[config.mk]
export PLATFORM = sky130hd
export DESIGN_NAME = jdrc_chains
export DESIGN_NICKNAME = d
export VERILOG_FILES = /design/src/hdl/jdrc_bsr.v /design/src/hdl/jdrc_chains.v
export VERILOG_INCLUDE_DIRS = /design/src /design/src/hdl
export SDC_FILE = /design/constraint.sdc
export NUM_CORES = 1
export LEC_CHECK = 0
export ABC_AREA = 1
export BUFFER_PORTS_ARGS = -buffer_cell sky130_fd_sc_hd__buf_4
export CAP_MARGIN = 40
export CORE_MARGIN = 2
export CORE_UTILIZATION = 60
export CTS_BUF_LIST = sky130_fd_sc_hd__clkbuf_4 sky130_fd_sc_hd__clkbuf_8
export DETAILED_ROUTE_END_ITERATION = 12
export GPL_TIMING_DRIVEN = 0
export PLACE_DENSITY_LB_ADDON = 0.3
export SLEW_MARGIN = 10
export SYNTH_ARGS = -nofsm -noshare
export SYNTH_HDL_FRONTEND = slang
export SYNTH_SLANG_ARGS = --single-unit
[constraint.sdc]
create_clock -name clk_sys_i -period 3.7 [get_ports clk_sys_i]
set_input_delay 0.74 -clock clk_sys_i [delete_from_list [all_inputs] [get_ports clk_sys_i]]
set_output_delay 0.74 -clock clk_sys_i [all_outputs]
set_load 0.05 [all_outputs]
[src/hdl/jdrc_map.vh]
// Constants shared by the scan-chain block: instruction codes, chain lengths and reset values.
`ifndef JDRC_MAP_VH
`define JDRC_MAP_VH

// Instruction register width and codes.
`define JDRC_IR_W 4
`define JDRC_IR_EXTEST 4'h0
`define JDRC_IR_INTEST 4'h1
`define JDRC_IR_SAMPLE 4'h2
`define JDRC_IR_CANCEL 4'h8
`define JDRC_IR_DP_CHAIN 4'hA
`define JDRC_IR_AP_CHAIN 4'hB
`define JDRC_IR_IDCODE 4'hE
`define JDRC_IR_BYPASS 4'hF
// Fixed pattern loaded into the instruction shifter in Capture-IR.
`define JDRC_IR_CAPTURE 4'h1

// Chain lengths.
`define JDRC_ID_W 32
`define JDRC_DBG_W 35
`define JDRC_NUM_PADS 8
`define JDRC_CELLS_PER_PAD 3
`define JDRC_BSR_W 24

// Cell positions inside one pad group.
`define JDRC_CELL_IN 0
`define JDRC_CELL_OUT 1
`define JDRC_CELL_OE 2

// Identification constant; the value is arbitrary and bit 0 is always forced to one.
`define JDRC_IDCODE 32'h0ABC_D001

// Reset values.
`define JDRC_BYPASS_CAPTURE 1'b0

`endif

[src/hdl/jdrc_bsr.v]
// Boundary-scan register: capture, shift and update cells for every pad.
`timescale 1ns/100ps
`include "jdrc_map.vh"

module jdrc_bsr (
    input wire clk_sys_i,
    input wire rst_n_i,
    input wire capture_i,
    input wire shift_i,
    input wire update_i,
    input wire tdi_i,
    input wire extest_i,
    input wire intest_i,
    input wire [`JDRC_NUM_PADS-1:0] pad_in_i,
    input wire [`JDRC_NUM_PADS-1:0] core_out_i,
    input wire [`JDRC_NUM_PADS-1:0] core_oe_i,
    output wire so_o,
    output reg [`JDRC_NUM_PADS-1:0] pad_out_o,
    output reg [`JDRC_NUM_PADS-1:0] pad_oe_o,
    output reg [`JDRC_NUM_PADS-1:0] core_in_o
);

    reg [`JDRC_NUM_PADS-1:0] pin_meta_q;
    reg [`JDRC_NUM_PADS-1:0] pin_sync_q;
    reg [`JDRC_BSR_W-1:0] shift_q;
    reg [`JDRC_BSR_W-1:0] hold_q;
    wire [`JDRC_BSR_W-1:0] sample_w;

    // Pad 0 sits nearest the port pins, so its cells leave first on TDO.
    assign so_o = shift_q[0];

    ////////////////////////////////////////////////////////////////////////////////
    // Pad inputs come from outside the clock domain and pass two flip-flops.
    always @(posedge clk_sys_i) begin
        if (!rst_n_i) begin
            pin_meta_q <= {`JDRC_NUM_PADS{1'b0}};
            pin_sync_q <= {`JDRC_NUM_PADS{1'b0}};
        end else begin
            pin_meta_q <= pad_in_i;
            pin_sync_q <= pin_meta_q;
        end
    end

    ////////////////////////////////////////////////////////////////////////////////
    // Each pad contributes input, output and enable cells in that order.
    genvar g;
    generate
        for (g = 0; g < `JDRC_NUM_PADS; g = g + 1) begin : g_pad
            assign sample_w[g*3+`JDRC_CELL_IN] = pin_sync_q[g];
            assign sample_w[g*3+`JDRC_CELL_OUT] = core_out_i[g];
            assign sample_w[g*3+`JDRC_CELL_OE] = core_oe_i[g];

            // Outputs are registered so the pads never see a mux glitch.
            always @(posedge clk_sys_i) begin
                if (!rst_n_i) begin
                    pad_out_o[g] <= 1'b0;
                    pad_oe_o[g] <= 1'b0;
                    core_in_o[g] <= 1'b0;
                end else begin
                    pad_out_o[g] <= extest_i ? hold_q[g*3+`JDRC_CELL_OUT] : core_out_i[g];
                    pad_oe_o[g] <= extest_i ? hold_q[g*3+`JDRC_CELL_OE] : core_oe_i[g];
                    core_in_o[g] <= intest_i ? hold_q[g*3+`JDRC_CELL_IN] : pin_sync_q[g];
                end
            end
        end
    endgenerate

    ////////////////////////////////////////////////////////////////////////////////
    // Capture samples all pads, shift moves toward TDO, update loads the holding latches.
    always @(posedge clk_sys_i) begin
        if (!rst_n_i) begin
            shift_q <= {`JDRC_BSR_W{1'b0}};
            hold_q <= {`JDRC_BSR_W{1'b0}};
        end else begin
            if (capture_i) begin
                shift_q <= sample_w;
            end else if (shift_i) begin
                shift_q <= {tdi_i, shift_q[`JDRC_BSR_W-1:1]};
            end
            if (update_i) begin
                hold_q <= shift_q;
            end
        end
    end

endmodule

[src/hdl/jdrc_chains.v]
// Test access port data chains: identification, bypass, boundary and debug-access chains.
`timescale 1ns/100ps
`include "jdrc_map.vh"


module jdrc_chains (
    input wire clk_sys_i,
    input wire rst_n_i,
    input wire tck_i,
    input wire tms_i,
    input wire tdi_i,
    input wire trst_n_i,
    output reg tdo_o,
    output reg tdo_oe_o,
    input wire [`JDRC_NUM_PADS-1:0] pad_in_i,
    input wire [`JDRC_NUM_PADS-1:0] core_out_i,
    input wire [`JDRC_NUM_PADS-1:0] core_oe_i,
    output wire [`JDRC_NUM_PADS-1:0] pad_out_o,
    output wire [`JDRC_NUM_PADS-1:0] pad_oe_o,
    output wire [`JDRC_NUM_PADS-1:0] core_in_o,
    input wire [`JDRC_DBG_W-1:0] dp_capture_i,
    input wire [`JDRC_DBG_W-1:0] ap_capture_i,
    output reg [`JDRC_DBG_W-1:0] dbg_data_o,
    output reg dp_update_o,
    output reg ap_update_o,
    output reg cancel_o
);

    // Controller states.
    localparam [3:0] ST_RESET = 4'h0;
    localparam [3:0] ST_IDLE = 4'h1;
    localparam [3:0] ST_SEL_DR = 4'h2;
    localparam [3:0] ST_CAP_DR = 4'h3;
    localparam [3:0] ST_SH_DR = 4'h4;
    localparam [3:0] ST_EX1_DR = 4'h5;
    localparam [3:0] ST_PAU_DR = 4'h6;
    localparam [3:0] ST_EX2_DR = 4'h7;
    localparam [3:0] ST_UPD_DR = 4'h8;
    localparam [3:0] ST_SEL_IR = 4'h9;
    localparam [3:0] ST_CAP_IR = 4'hA;
    localparam [3:0] ST_SH_IR = 4'hB;
    localparam [3:0] ST_EX1_IR = 4'hC;
    localparam [3:0] ST_PAU_IR = 4'hD;
    localparam [3:0] ST_EX2_IR = 4'hE;
    localparam [3:0] ST_UPD_IR = 4'hF;

    // Chain selection codes.
    localparam [2:0] SEL_BYP = 3'h0;
    localparam [2:0] SEL_ID = 3'h1;
    localparam [2:0] SEL_BSR = 3'h2;
    localparam [2:0] SEL_DP = 3'h3;
    localparam [2:0] SEL_AP = 3'h4;
    localparam [2:0] SEL_CAN = 3'h5;

    reg [3:0] meta_q;
    reg [3:0] sync_q;
    reg tck_prev_q;
    reg [3:0] state_q;
    reg [3:0] state_d;
    reg [`JDRC_IR_W-1:0] ir_q;
    reg [`JDRC_IR_W-1:0] ir_sh_q;
    reg [`JDRC_ID_W-1:0] id_sh_q;
    reg byp_q;
    reg [`JDRC_DBG_W-1:0] dbg_sh_q;
    wire tck_s;
    wire tms_s;
    wire tdi_s;
    wire trst_s;
    wire rst_all;
    wire rise;
    wire fall;
    wire [2:0] sel;
    wire bsr_so;
    wire dr_cap;
    wire dr_sh;
    wire dr_upd;

    // Decodes an instruction into the chain it connects; unknown codes fall to bypass.
    function [2:0] chain_of;
        input [`JDRC_IR_W-1:0] code;
        begin
            case (code)
                `JDRC_IR_EXTEST: chain_of = SEL_BSR;
                `JDRC_IR_INTEST: chain_of = SEL_BSR;
                `JDRC_IR_SAMPLE: chain_of = SEL_BSR;
                `JDRC_IR_IDCODE: chain_of = SEL_ID;
                `JDRC_IR_DP_CHAIN: chain_of = SEL_DP;
                `JDRC_IR_AP_CHAIN: chain_of = SEL_AP;
                `JDRC_IR_CANCEL: chain_of = SEL_CAN;
                default: chain_of = SEL_BYP;
            endcase
        end
    endfunction

    ////////////////////////////////////////////////////////////////////////////////
    // Port pins are asynchronous to the system clock, so each passes two flip-flops.
    always @(posedge clk_sys_i) begin
        if (!rst_n_i) begin
            meta_q <= 4'h0;
            sync_q <= 4'h0;
            tck_prev_q <= 1'b0;
        end else begin
            meta_q <= {trst_n_i, tdi_i, tms_i, tck_i};
            sync_q <= meta_q;
            tck_prev_q <= sync_q[0];
        end
    end

    assign tck_s = sync_q[0];
    assign tms_s = sync_q[1];
    assign tdi_s = sync_q[2];
    assign trst_s = sync_q[3];
    // Test reset needs no TCK; a low synchronised level forces the reset state.
    assign rst_all = !rst_n_i || !trst_s;
    // TCK edges seen by the system clock; TCK must be well below a quarter of its rate.
    assign rise = tck_s && !tck_prev_q;
    assign fall = !tck_s && tck_prev_q;

    assign sel = chain_of(ir_q);
    assign dr_cap = rise && (state_q == ST_CAP_DR);
    assign dr_sh = rise && (state_q == ST_SH_DR);
    assign dr_upd = fall && (state_q == ST_UPD_DR);

    ////////////////////////////////////////////////////////////////////////////////
    // Standard sixteen-state controller, stepped by TMS on each rising TCK.
    always @* begin
        case (state_q)
            ST_RESET: state_d = tms_s ? ST_RESET : ST_IDLE;
            ST_IDLE: state_d = tms_s ? ST_SEL_DR : ST_IDLE;
            ST_SEL_DR: state_d = tms_s ? ST_SEL_IR : ST_CAP_DR;
            ST_CAP_DR: state_d = tms_s ? ST_EX1_DR : ST_SH_DR;
            ST_SH_DR: state_d = tms_s ? ST_EX1_DR : ST_SH_DR;
            ST_EX1_DR: state_d = tms_s ? ST_UPD_DR : ST_PAU_DR;
            ST_PAU_DR: state_d = tms_s ? ST_EX2_DR : ST_PAU_DR;
            ST_EX2_DR: state_d = tms_s ? ST_UPD_DR : ST_SH_DR;
            ST_UPD_DR: state_d = tms_s ? ST_SEL_DR : ST_IDLE;
            ST_SEL_IR: state_d = tms_s ? ST_RESET : ST_CAP_IR;
            ST_CAP_IR: state_d = tms_s ? ST_EX1_IR : ST_SH_IR;
            ST_SH_IR: state_d = tms_s ? ST_EX1_IR : ST_SH_IR;
            ST_EX1_IR: state_d = tms_s ? ST_UPD_IR : ST_PAU_IR;
            ST_PAU_IR: state_d = tms_s ? ST_EX2_IR : ST_PAU_IR;
            ST_EX2_IR: state_d = tms_s ? ST_UPD_IR : ST_SH_IR;
            ST_UPD_IR: state_d = tms_s ? ST_SEL_DR : ST_IDLE;
            default: state_d = ST_RESET;
        endcase
    end

    ////////////////////////////////////////////////////////////////////////////////
    // Controller state and instruction register.
    always @(posedge clk_sys_i) begin
        if (rst_all) begin
            state_q <= ST_RESET;
            ir_q <= `JDRC_IR_IDCODE;
            ir_sh_q <= `JDRC_IR_CAPTURE;
        end else begin
            if (rise) begin
                state_q <= state_d;
                if (state_q == ST_CAP_IR) begin
                    ir_sh_q <= `JDRC_IR_CAPTURE;
                end else if (state_q == ST_SH_IR) begin
                    ir_sh_q <= {tdi_s, ir_sh_q[`JDRC_IR_W-1:1]};
                end
            end
            if (state_q == ST_RESET) begin
                ir_q <= `JDRC_IR_IDCODE;
            end else if (fall && (state_q == ST_UPD_IR)) begin
                ir_q <= ir_sh_q;
            end
        end
    end

    ////////////////////////////////////////////////////////////////////////////////
    // Identification, bypass and debug shifters; only the selected one moves.
    always @(posedge clk_sys_i) begin
        if (rst_all) begin
            id_sh_q <= {`JDRC_ID_W{1'b0}};
            byp_q <= `JDRC_BYPASS_CAPTURE;
            dbg_sh_q <= {`JDRC_DBG_W{1'b0}};
        end else begin
            if (dr_cap && sel == SEL_ID) begin
                id_sh_q <= `JDRC_IDCODE | 32'h0000_0001;
            end else if (dr_sh && sel == SEL_ID) begin
                id_sh_q <= {tdi_s, id_sh_q[`JDRC_ID_W-1:1]};
            end
            if (dr_cap && sel == SEL_BYP) begin
                byp_q <= `JDRC_BYPASS_CAPTURE;
            end else if (dr_sh && sel == SEL_BYP) begin
                byp_q <= tdi_s;
            end
            // One 35-bit shifter serves the three debug chains since only one is selected.
            if (dr_cap) begin
                case (sel)
                    SEL_DP: dbg_sh_q <= dp_capture_i;
                    SEL_AP: dbg_sh_q <= ap_capture_i;
                    SEL_CAN: dbg_sh_q <= {`JDRC_DBG_W{1'b0}};
                    default: dbg_sh_q <= dbg_sh_q;
                endcase
            end else if (dr_sh && (sel == SEL_DP || sel == SEL_AP || sel == SEL_CAN)) begin
                dbg_sh_q <= {tdi_s, dbg_sh_q[`JDRC_DBG_W-1:1]};
            end
        end
    end

    ////////////////////////////////////////////////////////////////////////////////
    // Debug updates hand the shifted word out with a one-cycle strobe.
    always @(posedge clk_sys_i) begin
        if (rst_all) begin
            dbg_data_o <= {`JDRC_DBG_W{1'b0}};
            dp_update_o <= 1'b0;
            ap_update_o <= 1'b0;
            cancel_o <= 1'b0;
        end else begin
            if (dr_upd && (sel == SEL_DP || sel == SEL_AP || sel == SEL_CAN)) begin
                dbg_data_o <= dbg_sh_q;
            end
            dp_update_o <= dr_upd && (sel == SEL_DP);
            ap_update_o <= dr_upd && (sel == SEL_AP);
            cancel_o <= dr_upd && (sel == SEL_CAN);
        end
    end

    ////////////////////////////////////////////////////////////////////////////////
    // TDO follows the selected chain's bit 0 and changes only on falling TCK.
    always @(posedge clk_sys_i) begin
        if (rst_all) begin
            tdo_o <= 1'b0;
            tdo_oe_o <= 1'b0;
        end else if (fall) begin
            tdo_oe_o <= (state_q == ST_SH_DR) || (state_q == ST_SH_IR);
            if (state_q == ST_SH_IR) begin
                tdo_o <= ir_sh_q[0];
            end else begin
                case (sel)
                    SEL_ID: tdo_o <= id_sh_q[0];
                    SEL_BSR: tdo_o <= bsr_so;
                    SEL_DP: tdo_o <= dbg_sh_q[0];
                    SEL_AP: tdo_o <= dbg_sh_q[0];
                    SEL_CAN: tdo_o <= dbg_sh_q[0];
                    default: tdo_o <= byp_q;
                endcase
            end
        end
    end

    ////////////////////////////////////////////////////////////////////////////////
    // Boundary chain; external and internal test use its held values.
    jdrc_bsr u_bsr (
        .clk_sys_i(clk_sys_i),
        .rst_n_i(!rst_all),
        .capture_i(dr_cap && sel == SEL_BSR),
        .shift_i(dr_sh && sel == SEL_BSR),
        .update_i(dr_upd && sel == SEL_BSR),
        .tdi_i(tdi_s),
        .extest_i(ir_q == `JDRC_IR_EXTEST),
        .intest_i(ir_q == `JDRC_IR_INTEST),
        .pad_in_i(pad_in_i),
        .core_out_i(core_out_i),
        .core_oe_i(core_oe_i),
        .so_o(bsr_so),
        .pad_out_o(pad_out_o),
        .pad_oe_o(pad_oe_o),
        .core_in_o(core_in_o)
    );

endmodule

== After elaboration in Yosys (flattened, before gate mapping) ==
Cells that the tools add are included.

* Register bits after elaboration: 217
* Bits in latches: 0
* Memory bits (writable): 0
* Memory bits (read-only): 0
* Logic and storage cells: 163
* Memories kept: 0

* $add $sub $neg: 0
* Multipliers: 0
* Div/mod/pow operators: 0
* $lt $le $gt $ge: 0
* Eq/ne operators: 27
* Shift operators: 0
* Muxes and demuxes: 49
* Bitwise logic cells: 0
* Reduce and logical (&&, ||, !) cells: 43

{| class="wikitable"
|+ Operator list
! operator !! count
|-
| 35-bit one-hot mux with 3 select lines || 1
|-
| 35-bit 2-to-1 mux || 2
|-
| 28-bit 2-to-1 mux || 2
|-
| 4-bit equality test (second input constant) || 12
|-
| 24-bit 2-to-1 mux || 2
|-
| 4-bit one-hot mux with 12 select lines || 1
|-
| 1-bit 2-to-1 mux || 28
|-
| 4-bit 2-to-1 mux || 6
|-
| 1-bit logical AND || 18
|-
| 4-bit by 3-bit equality test with 1-bit output (second input constant) || 4
|-
| 3-bit one-hot mux with 5 select lines || 1
|-
| 4-bit by 2-bit equality test with 1-bit output (second input constant) || 3
|-
| 2-bit OR reduction || 5
|-
| 3-bit OR reduction || 3
|-
| 4-bit by 1-bit equality test with 1-bit output (second input constant) || 2
|-
| 4-bit zero test || 2
|-
| 2-bit nonzero test || 4
|-
| 3-bit by 2-bit equality test with 1-bit output (second input constant) || 2
|-
| 3-bit equality test (second input constant) || 2
|-
| 2-bit 2-to-1 mux || 3
|-
| 3-bit 2-to-1 mux || 2
|-
| 1-bit zero test || 4
|-
| 1-bit logical OR || 4
|-
| 4-bit by 1-bit != test with 1-bit output (second input constant) || 1
|-
| 4 further kinds || 5
|}

== Longest topological paths before layout ==
Gate-level depths: netlist of the first run.

* Word-level depth: 9
* Depth in mapped cells: 11
* Depth with buffers taken out: 10

== Modules after synthesis ==
From an unflattened synthesis of the first run, not the netlist that was laid out.

* Cells, all modules: 1211
* Area total of the unflattened synthesis: 9054.9 um^2

{| class="wikitable"
|+ Modules (own cells, without submodules)
! module !! times used !! cells an instance !! area an instance (um^2)
|-
| jdrc_chains || 1 || 795 || 5684.2
|-
| jdrc_bsr || 1 || 416 || 3370.7
|}

== Worst setup path after synthesis of the first run ==
Ideal clock, no wire load.

* Kind: input to register
* Start: input port rst_n_i
* End: register u_bsr.hold_q[12]
* Setup time: 0.070 ns
* Data arrival time: 1.782 ns
* Data required time: 3.630 ns
* Path slack: 1.848 ns
* Stages: 7
* Cell sequence: buf_2 -> nand2_1 -> inv_1 -> buf_2 -> clkbuf_1 -> o21ai_0 -> a21oi_1

* Cells in the longest elaborated chain, start to end: 2

{| class="wikitable"
|+ RTL lines
! element !! line !! RTL
|-
| start, declared || jdrc_chains.v:8 || <nowiki>input wire rst_n_i,</nowiki>
|-
| 1-bit zero test || jdrc_chains.v:114 || <nowiki>assign rst_all = !rst_n_i || !trst_s;</nowiki>
|-
| 1-bit logical OR || jdrc_chains.v:114 ||
|-
| end signal, assigned || jdrc_bsr.v:73 || <nowiki>hold_q <= {`JDRC_BSR_W{1'b0}};</nowiki>
|-
| end signal, assigned || jdrc_bsr.v:81 || <nowiki>hold_q <= shift_q;</nowiki>
|-
| end, declared || jdrc_bsr.v:26 || <nowiki>reg [`JDRC_BSR_W-1:0] hold_q;</nowiki>
|}

No other way between the ends.
A chain may end at the register's enable or synchronous reset.

== Worst setup path after layout of the first run ==
* Start: register ir_q[1]
* End: register dbg_sh_q[33]

* Cells in the longest elaborated chain, start to end: 9
* Elaborated cells on any way between the ends: 20
* Those cells by class: eq/ne: 10; mux: 3; reduce/logical: 7

{| class="wikitable"
|+ RTL lines
! element !! line !! RTL
|-
| start, declared || jdrc_chains.v:60 || <nowiki>reg [`JDRC_IR_W-1:0] ir_q;</nowiki>
|-
| start signal, assigned || jdrc_chains.v:153 || <nowiki>ir_q <= `JDRC_IR_IDCODE;</nowiki>
|-
| start signal, assigned || jdrc_chains.v:165 || <nowiki>ir_q <= `JDRC_IR_IDCODE;</nowiki>
|-
| start signal, assigned || jdrc_chains.v:167 || <nowiki>ir_q <= ir_sh_q;</nowiki>
|-
| 4-bit by 2-bit equality test with 1-bit output, or another cell as far along || jdrc_chains.v:82 || <nowiki>case (code)</nowiki>
|-
| 3-bit OR reduction (no source line) || n/a ||
|-
| 3-bit one-hot mux with 5 select lines * || jdrc_chains.v:82 ||
|-
| 3-bit by 2-bit equality test with 1-bit output or 3-bit equality test (tied branches) || jdrc_chains.v:192, jdrc_chains.v:198 ||
|-
| 1-bit logical OR (2 in series) || jdrc_chains.v:198 || <nowiki>end else if (dr_sh && (sel == SEL_DP || sel == SEL_AP || sel == SEL_CAN)) begin</nowiki>
|-
| 1-bit logical AND || jdrc_chains.v:198 ||
|-
| 2-bit nonzero test (no source line) || n/a ||
|-
| 2-bit AND reduction (no source line) || n/a ||
|-
| end signal, assigned || jdrc_chains.v:195 || <nowiki>SEL_CAN: dbg_sh_q <= {`JDRC_DBG_W{1'b0}};</nowiki>
|-
| end signal, assigned || jdrc_chains.v:196 || <nowiki>default: dbg_sh_q <= dbg_sh_q;</nowiki>
|-
| end signal, assigned || jdrc_chains.v:199 || <nowiki>dbg_sh_q <= {tdi_s, dbg_sh_q[`JDRC_DBG_W-1:1]};</nowiki>
|-
| end, declared || jdrc_chains.v:64 || <nowiki>reg [`JDRC_DBG_W-1:0] dbg_sh_q;</nowiki>
|}

Every way passes the cells marked *; elsewhere a longest branch is shown, timed or not.

==> results of run 1 <==
## state kept, by name (all words and copies together) (netlist names)
name / cells
dbg_data_o: 35
dbg_sh_q: 35
id_sh_q: 32
u_bsr.hold_q: 24
u_bsr.shift_q: 24
u_bsr.core_in_o: 8
u_bsr.pad_oe_o: 8
u_bsr.pad_out_o: 8
u_bsr.pin_meta_q: 8
u_bsr.pin_sync_q: 8
ir_q: 4
ir_sh_q: 4
meta_q: 4
state_q: 4
sync_q: 4
ap_update_o: 1
byp_q: 1
cancel_o: 1
dp_update_o: 1
tck_prev_q: 1
tdo_o: 1
tdo_oe_o: 1
## path summary, 6_finish.rpt
check / startpoint / endpoint / slack, ns
setup reg to reg: ir_q[1] / dbg_sh_q[33] / 1.50
hold / removal: u_bsr.pin_meta_q[6] / u_bsr.pin_sync_q[6] / 0.41
hold reg to reg: u_bsr.pin_meta_q[6] / u_bsr.pin_sync_q[6] / 0.41
setup / recovery: ir_q[1] / dbg_sh_q[33] / 1.50
## metal layers
metal | global-route usage [%] | part of all wire (%) | vias up
met5 | 0 | 0 | -
met4 | 12.4 | 3.1 | 0
met3 | 5.56 | 7.0 | 67
met2 | 49.2 | 48 | 350
met1 | 37.9 | 42 | 4086
li1 | - | - | 4331
## critical path, stage by stage (launching register included)
cell and delay [ns]:
sky130_fd_sc_hd__dfxtp_1 0.39, sky130_fd_sc_hd__nand2_1 0.11, sky130_fd_sc_hd__nor2_1 0.71, sky130_fd_sc_hd__clkbuf_1 0.41, sky130_fd_sc_hd__a21oi_1 0.14, sky130_fd_sc_hd__nand2_1 0.11, sky130_fd_sc_hd__o21ai_0 0.10, sky130_fd_sc_hd__a21oi_1 0.14
## stage by stage
stage          std cells  area, sq um  power (mW)  util (%)  hold slack, ns
2_1_floorplan       1210         8880        2.45         -           0.390
3_3_place_gp        1556        10300        2.55      71.4           0.392
3_5_place_dp        1556        10300        2.55      71.4           0.397
4_1_cts             1609        11000        4.49      75.9           0.394
5_1_grt             1609        11000        4.61      75.9           0.395
6_report            1609        11000        4.48      75.9           0.407
## area by class of cell
cell class | count | share of cell area (%)
multi-input combinational | 791 | 33.6
tap | 184 | 2.10
timing repair buffer | 162 | 11.1
inverter | 124 | 4.24
sequential | 217 | 39.5
clock buffer | 49 | 5.80
buffer | 78 | 3.50
clock inverter | 4 | 0.182
## cells in the mapped netlist, drive strengths merged
master,number
buf,41
o211ai,9
clkbuf,37
dfxtp,217
nand3,20
nand4,2
inv,124
a22oi,1
a21oi,204
o21ai,186
nor3,2
o22ai,1
nor2,84
nand2,273
a211oi,8
or2,1
## where the power goes
part,internal [mW],switching (mW)
Sequential,2.35,0.00299
Combinational,0.0840,0.0703
Clock,1.09,0.887
## logic make-up (layout without fill, tap and decap cells)
logic type,count (synthesis),count (layout),synth area share [%]
buf+inv,202,417,9.56
compound gates,409,409,24.0
simple gates,382,382,17.6
flops,217,217,48.9
==> reports/qor.tcl, run 1 <==
set qor(cts_tree) {yes}
set qor(maxSlewViolCount) 0
set qor(timing.critical_path.from_type) {register}
set qor(numCtsBuffers) 34
set qor(endpoint_type_of_the_worst_setup_path) {register}
set qor(port_buffers) 162
set qor(avgViaCountPerCell) 5.49
set qor(ir_drop_worst_case_vdd_mv) 0.296
set qor(buffers_inserted_during_post_cts_setup_optimization) 0
set qor(io_pins) 164
set qor(crit_type) {reg -> reg}
set qor(grt_pass1_wl_mm) 38.6
set qor(clock_latency_ns) 0.51
set qor(worst-endpoint-required_ns) 4.14
set qor(cts_resized) 0
set qor(mostFrequentLayoutCells) {sky130_fd_sc_hd__nand2_1 (272), sky130_fd_sc_hd__dfxtp_1 (217), sky130_fd_sc_hd__a21oi_1 (198), sky130_fd_sc_hd__o21ai_0 (174), sky130_fd_sc_hd__buf_4 (171)}
set qor(antenna_violations_before_repair) 0
set qor(htreeDepth) 2
set qor(synth.cell_area_sq_um) 8880
set qor(power_density_nw_per_um2) 408
set qor(warning_count_from_the_yosys_run) 0
set qor(place.gp.congestion) 0.908
set qor(final.min_clock_period_ns) 2.20
set qor(nets) 1508
set qor(floorplan.die.height_microns) 126
set qor(synthesis.area_per_instance_sq_um) 7.34
set qor(largest_area_contributor_in_the_synthesized_netlist) {sky130_fd_sc_hd__dfxtp_1}
set qor(rsz0062_at_grt) {no}
set qor(fp-row-count) 44
set qor(finalWirelength_mm) 23.8
set qor(placement.setup.worst_slack_ns) 1.09
set qor(avgRoutedWirePerCell_microns) 14.8
set qor(cts_hold_repair.buffers) 0
set qor(finalHoldViolCount) 0
set qor(synthCells) 1210
set qor(hold_class) {reg -> reg}
set qor(final_common_cell) {sky130_fd_sc_hd__nand2_1}
set qor(multi_input_area_sq_um) 3690
set qor(totalNegativeSetupSlack_ns) 0
set qor(worst_slack_ns) 1.50
set qor(setup_viol_count_final) 0
set qor(fin_crit_sh_pct) 59.3
set qor(synth_cell_types) 30
set qor(timing.critical_path.arrival_ns) 2.64
set qor(syn-num-nets) 1310
set qor(synth.ff_latch_count) 217
set qor(depth_of_the_worst_hold_timing_path) 2
set qor(max-slew-margin-rel_pct) 40.0
set qor(first_global_vias) 8302
set qor(area.growth.synth_to_final_pct) 23.7
set qor(num_vias) 8834
set qor(clkSlewWorstSetupHoldPaths_ns) 0.06
set qor(floorplan.die_area_sq_um) 15800
set qor(floorplan.core_area_sq_um) 14500
set qor(maxClockFrequency_mhz) 456
set qor(critical_path_peak_fanout) 10
set qor(remaining_overflow_grt) 0
set qor(static-leakage-power_nw) 4.83
set qor(drc) 0
set qor(worstMarginPinSlew_ns) 0.896
set qor(synth.area.top_cells) {sky130_fd_sc_hd__dfxtp_1 (49%), sky130_fd_sc_hd__nand2_1 (11%), sky130_fd_sc_hd__a21oi_1 (11%)}
set qor(yosysTopAreaCellShare_pct) 48.9
set qor(antennaDiodeCount) 0
set qor(drive_above_1_share_pct) 19.6
set qor(r2r.worst_path.cells) 7
set qor(clk_root_buffer_cell) {sky130_fd_sc_hd__clkbuf_8}
set qor(count_of_fill_cells_added_during_filler_insertion) 1109
set qor(drt_first_pass_iters) 5
set qor(place_hpwl_mm) 16.5
set qor(final.setup_skew_ns) 0.0106
set qor(max_cap_violation_count) 0
set qor(result_of_the_run) {finished clean}
set qor(cts_num_sinks) 217
set qor(groute.usage.overall_pct) 29.6
set qor(ys_seq_area_share_pct) 48.9
set qor(layout.area.seq_sq_um) 4340
set qor(initialDrtViolationCount) 771
set qor(die_x_microns) 126
set qor(floorplan.initialDensity_pct) 61.4
set qor(ant_nets) 0
set qor(grt_start_max_net_pins) 11
set qor(cts_buffer_depth) 3
Note: power is estimated with default switching activity, not from simulation.
==> run 2: changes to the inputs <==
--- a/config.mk
+++ b/config.mk
@@ -10,7 +10,7 @@
 export BUFFER_PORTS_ARGS = -buffer_cell sky130_fd_sc_hd__buf_4
 export CAP_MARGIN = 40
 export CORE_MARGIN = 2
-export CORE_UTILIZATION = 60
+export CORE_UTILIZATION = 58
 export CTS_BUF_LIST = sky130_fd_sc_hd__clkbuf_4 sky130_fd_sc_hd__clkbuf_8
 export DETAILED_ROUTE_END_ITERATION = 12
 export GPL_TIMING_DRIVEN = 0
==> constraint.sdc (replaced) <==
create_clock -name clk_sys_i -period 2.1 [get_ports clk_sys_i]
set_input_delay 0.42 -clock clk_sys_i [delete_from_list [all_inputs] [get_ports clk_sys_i]]
set_output_delay 0.42 -clock clk_sys_i [all_outputs]
set_load 0.05 [all_outputs]
==> reports/qor.tcl, run 2 (synthesis gave the netlist of run 1 again) <==
set qor(maxSlewViolCount) 0 ;# unchanged
set qor(hold_class) {in -> reg}
set qor(count_of_fill_cells_added_during_filler_insertion) 1212 ;# +9.3%
set qor(cp_common_cell) {sky130_fd_sc_hd__buf_2}
set qor(first_global_vias) 8038 ;# -3.2%
set qor(max-slew-margin-rel_pct) 62.3 ;# +22 points
set qor(dpl.cell_count) 1560 ;# +0.26%
set qor(endpoint_type_of_the_worst_setup_path) {register}
set qor(io_pins) 164 ;# unchanged
set qor(worstPathCellList) {nor2_2 > nand3_4 > buf_4 > buf_2 > buf_2 > o21ai_0 > a21oi_1}
set qor(static-leakage-power_nw) 4.88 ;# +1.1%
set qor(result_of_the_run) {finished clean}
set qor(worst-endpoint-required_ns) 2.53 ;# -1.61 ns
set qor(grt_start_max_net_pins) 11 ;# unchanged
set qor(avgRoutedWirePerCell_microns) 14.6 ;# -1.1%
set qor(die_x_microns) 128 ;# +1.7%
set qor(antenna_violations_before_repair) 0 ;# unchanged
set qor(multi_input_area_sq_um) 3700 ;# +0.27%
set qor(crit_type) {reg -> reg}
set qor(antennaDiodeCount) 0 ;# unchanged
set qor(fin_crit_sh_pct) 93.6 ;# +34 points
set qor(crit_path_max_incr_delay_ns) 0.37 ;# -0.34 ns
set qor(ant_nets) 0 ;# unchanged
set qor(finalHoldViolCount) 0 ;# unchanged
set qor(place.gp.congestion) 0.881 ;# -2.9%
set qor(floorplan.die_area_sq_um) 16300 ;# +3.3%
set qor(ir_drop_worst_case_vdd_mv) 0.519 ;# +75%
set qor(critical_path_peak_fanout) 10 ;# unchanged
set qor(remaining_overflow_grt) 0 ;# unchanged
set qor(path_buf_inv) 3 ;# +2
set qor(cts_num_sinks) 217 ;# unchanged
set qor(fp-row-count) 45 ;# +2.3%
set qor(initialDrtViolationCount) 978 ;# +27%
set qor(worstMarginPinSlew_ns) 0.566 ;# -0.330 ns
set qor(clk_root_buffer_cell) {sky130_fd_sc_hd__clkbuf_8}
set qor(floorplan.core_area_sq_um) 15100 ;# +4.2%
set qor(avgViaCountPerCell) 5.40 ;# -1.7%
set qor(rsz0062_at_grt) {no}
set qor(final-instance-count-excl-fill) 1623 ;# +0.87%
set qor(mostFrequentLayoutCells) {sky130_fd_sc_hd__nand2_1 (271), sky130_fd_sc_hd__dfxtp_1 (217), sky130_fd_sc_hd__a21oi_1 (198), sky130_fd_sc_hd__o21ai_0 (174), sky130_fd_sc_hd__buf_4 (172)}
set qor(power_density_nw_per_um2) 739 ;# +81%
set qor(area.growth.synth_to_final_pct) 25.0
set qor(groute.usage.overall_pct) 28.6 ;# -0.98 points
set qor(final.min_clock_period_ns) 1.97 ;# -0.229 ns
set qor(numCtsBuffers) 35 ;# +2.9%
set qor(timing.critical_path.from_type) {register}
set qor(setup_viol_count_final) 0 ;# unchanged
set qor(cts_buffer_depth) 3 ;# unchanged
set qor(drc) 0 ;# unchanged
set qor(finalWirelength_mm) 23.7 ;# -0.23%
set qor(drive_above_1_share_pct) 20.7 ;# +1.1 points
set qor(port_buffers) 162 ;# unchanged
set qor(max_cap_violation_count) 0 ;# unchanged
set qor(place_hpwl_mm) 16.5 ;# about the same
set qor(worst_hold_launch) {tdi_i}
set qor(floorplan.initialDensity_pct) 58.9 ;# -2.5 points
set qor(cpMaxStageDelayCell) {sky130_fd_sc_hd__dfxtp_1}
set qor(cts_tree) {yes}
set qor(cts_hold_repair.buffers) 0 ;# unchanged
set qor(htreeDepth) 2 ;# unchanged
set qor(maxClockFrequency_mhz) 509 ;# +12%
set qor(nets) 1510 ;# +0.13%
set qor(final.setup_skew_ns) 0.0135 ;# +0.00296 ns
set qor(worst_setup_path_startpoint) {state_q[3]}
set qor(critical_path.reg2reg.startpoint) {state_q[3]}
set qor(floorplan.die.height_microns) 128 ;# +1.7%
set qor(whs_ns) 0.0595 ;# -0.347 ns
set qor(cp_top_family) {simple AND/OR/NAND/NOR gates}
set qor(largest_registers) {dbg_data_o (35), dbg_sh_q (35), id_sh_q (32)}
set qor(clkSlewWorstSetupHoldPaths_ns) 0.06 ;# about the same
set qor(grt_pass1_wl_mm) 37.8 ;# -2.2%
set qor(drt_first_pass_iters) 5 ;# unchanged
set qor(num_vias) 8757 ;# -0.87%
set qor(final_common_cell) {sky130_fd_sc_hd__nand2_1}
set qor(layout.area.seq_sq_um) 4340 ;# unchanged
set qor(timing.critical_path.arrival_ns) 2.39 ;# -0.25 ns
set qor(clock_latency_ns) 0.54 ;# +0.03 ns
run 2: cell types whose count changed in the layout (fill, tap and decap cells not counted), moves of 2 or more:
cell and change:
sky130_fd_sc_hd__clkbuf_4 +7, sky130_fd_sc_hd__clkbuf_1 -5, sky130_fd_sc_hd__clkbuf_2 +5, sky130_fd_sc_hd__clkinvlp_4 +3, sky130_fd_sc_hd__buf_2 -2
run 2: final timing paths:
check,end,slack (ns),depth (start not counted)
hold reg to reg,sync_q[2],0.41,2
setup / recovery,byp_q,0.13,7
setup reg to reg,byp_q,0.13,7
hold / removal,meta_q[2],0.06,3
run 2: power by group:
group | internal [mW] | switching, mW
registers | 4.13 | 0.00520
logic | 0.148 | 0.123
clock network | 2.14 | 1.66
total | 6.42 | 1.79
run 2: final cells by class:
| type | instances | share of cell area (%) |
|---|---|---|
| Clock inverter | 9 | 0.699 |
| Buffer | 78 | 3.56 |
| Clock buffer | 53 | 5.95 |
| Timing Repair Buffer | 163 | 11.0 |
| Inverter | 124 | 4.19 |
| Tap cell | 188 | 2.12 |
| Multi-Input combinational cell | 791 | 33.3 |
| Sequential cell | 217 | 39.1 |
run 2: timing repair:
item	CTS	global route
buffers inserted	0	1
endpoints found under the setup margin	0	75
gates resized for setup	0	16
run 2: worst min-delay path, delay by kind of cell:
kind | cells | cell delay, ns
buffers and inverters | 2 | 0.12
AND/OR/NAND/NOR | 1 | 0.04
run 2: per-layer routing:
| metal | vias up | GRT usage, % | part of all wire [%] |
|---|---|---|---|
| li1 | 4338 | - | - |
| met5 | - | 0 | 0 |
| met4 | 0 | 13.4 | 3.3 |
| met2 | 364 | 47.5 | 47 |
| met1 | 3992 | 35.8 | 41 |
| met3 | 63 | 5.76 | 8.1 |
run 2: per-stage QoR:
step | util (%) | TNS, ns | setup WS [ns] | power, mW | instance area (sq um)
floorplan | - | 0 | 0.503 | 4.32 | 8880
finish | 73.6 | 0 | 0.134 | 8.21 | 11100
detailed placement | 68.5 | -0.961 | -0.120 | 4.50 | 10300
global route | 73.6 | 0 | 0.00808 | 8.44 | 11100
global placement | 68.5 | -0.491 | -0.0838 | 4.49 | 10300
CTS | 73.4 | 0 | 0.0601 | 8.23 | 11100
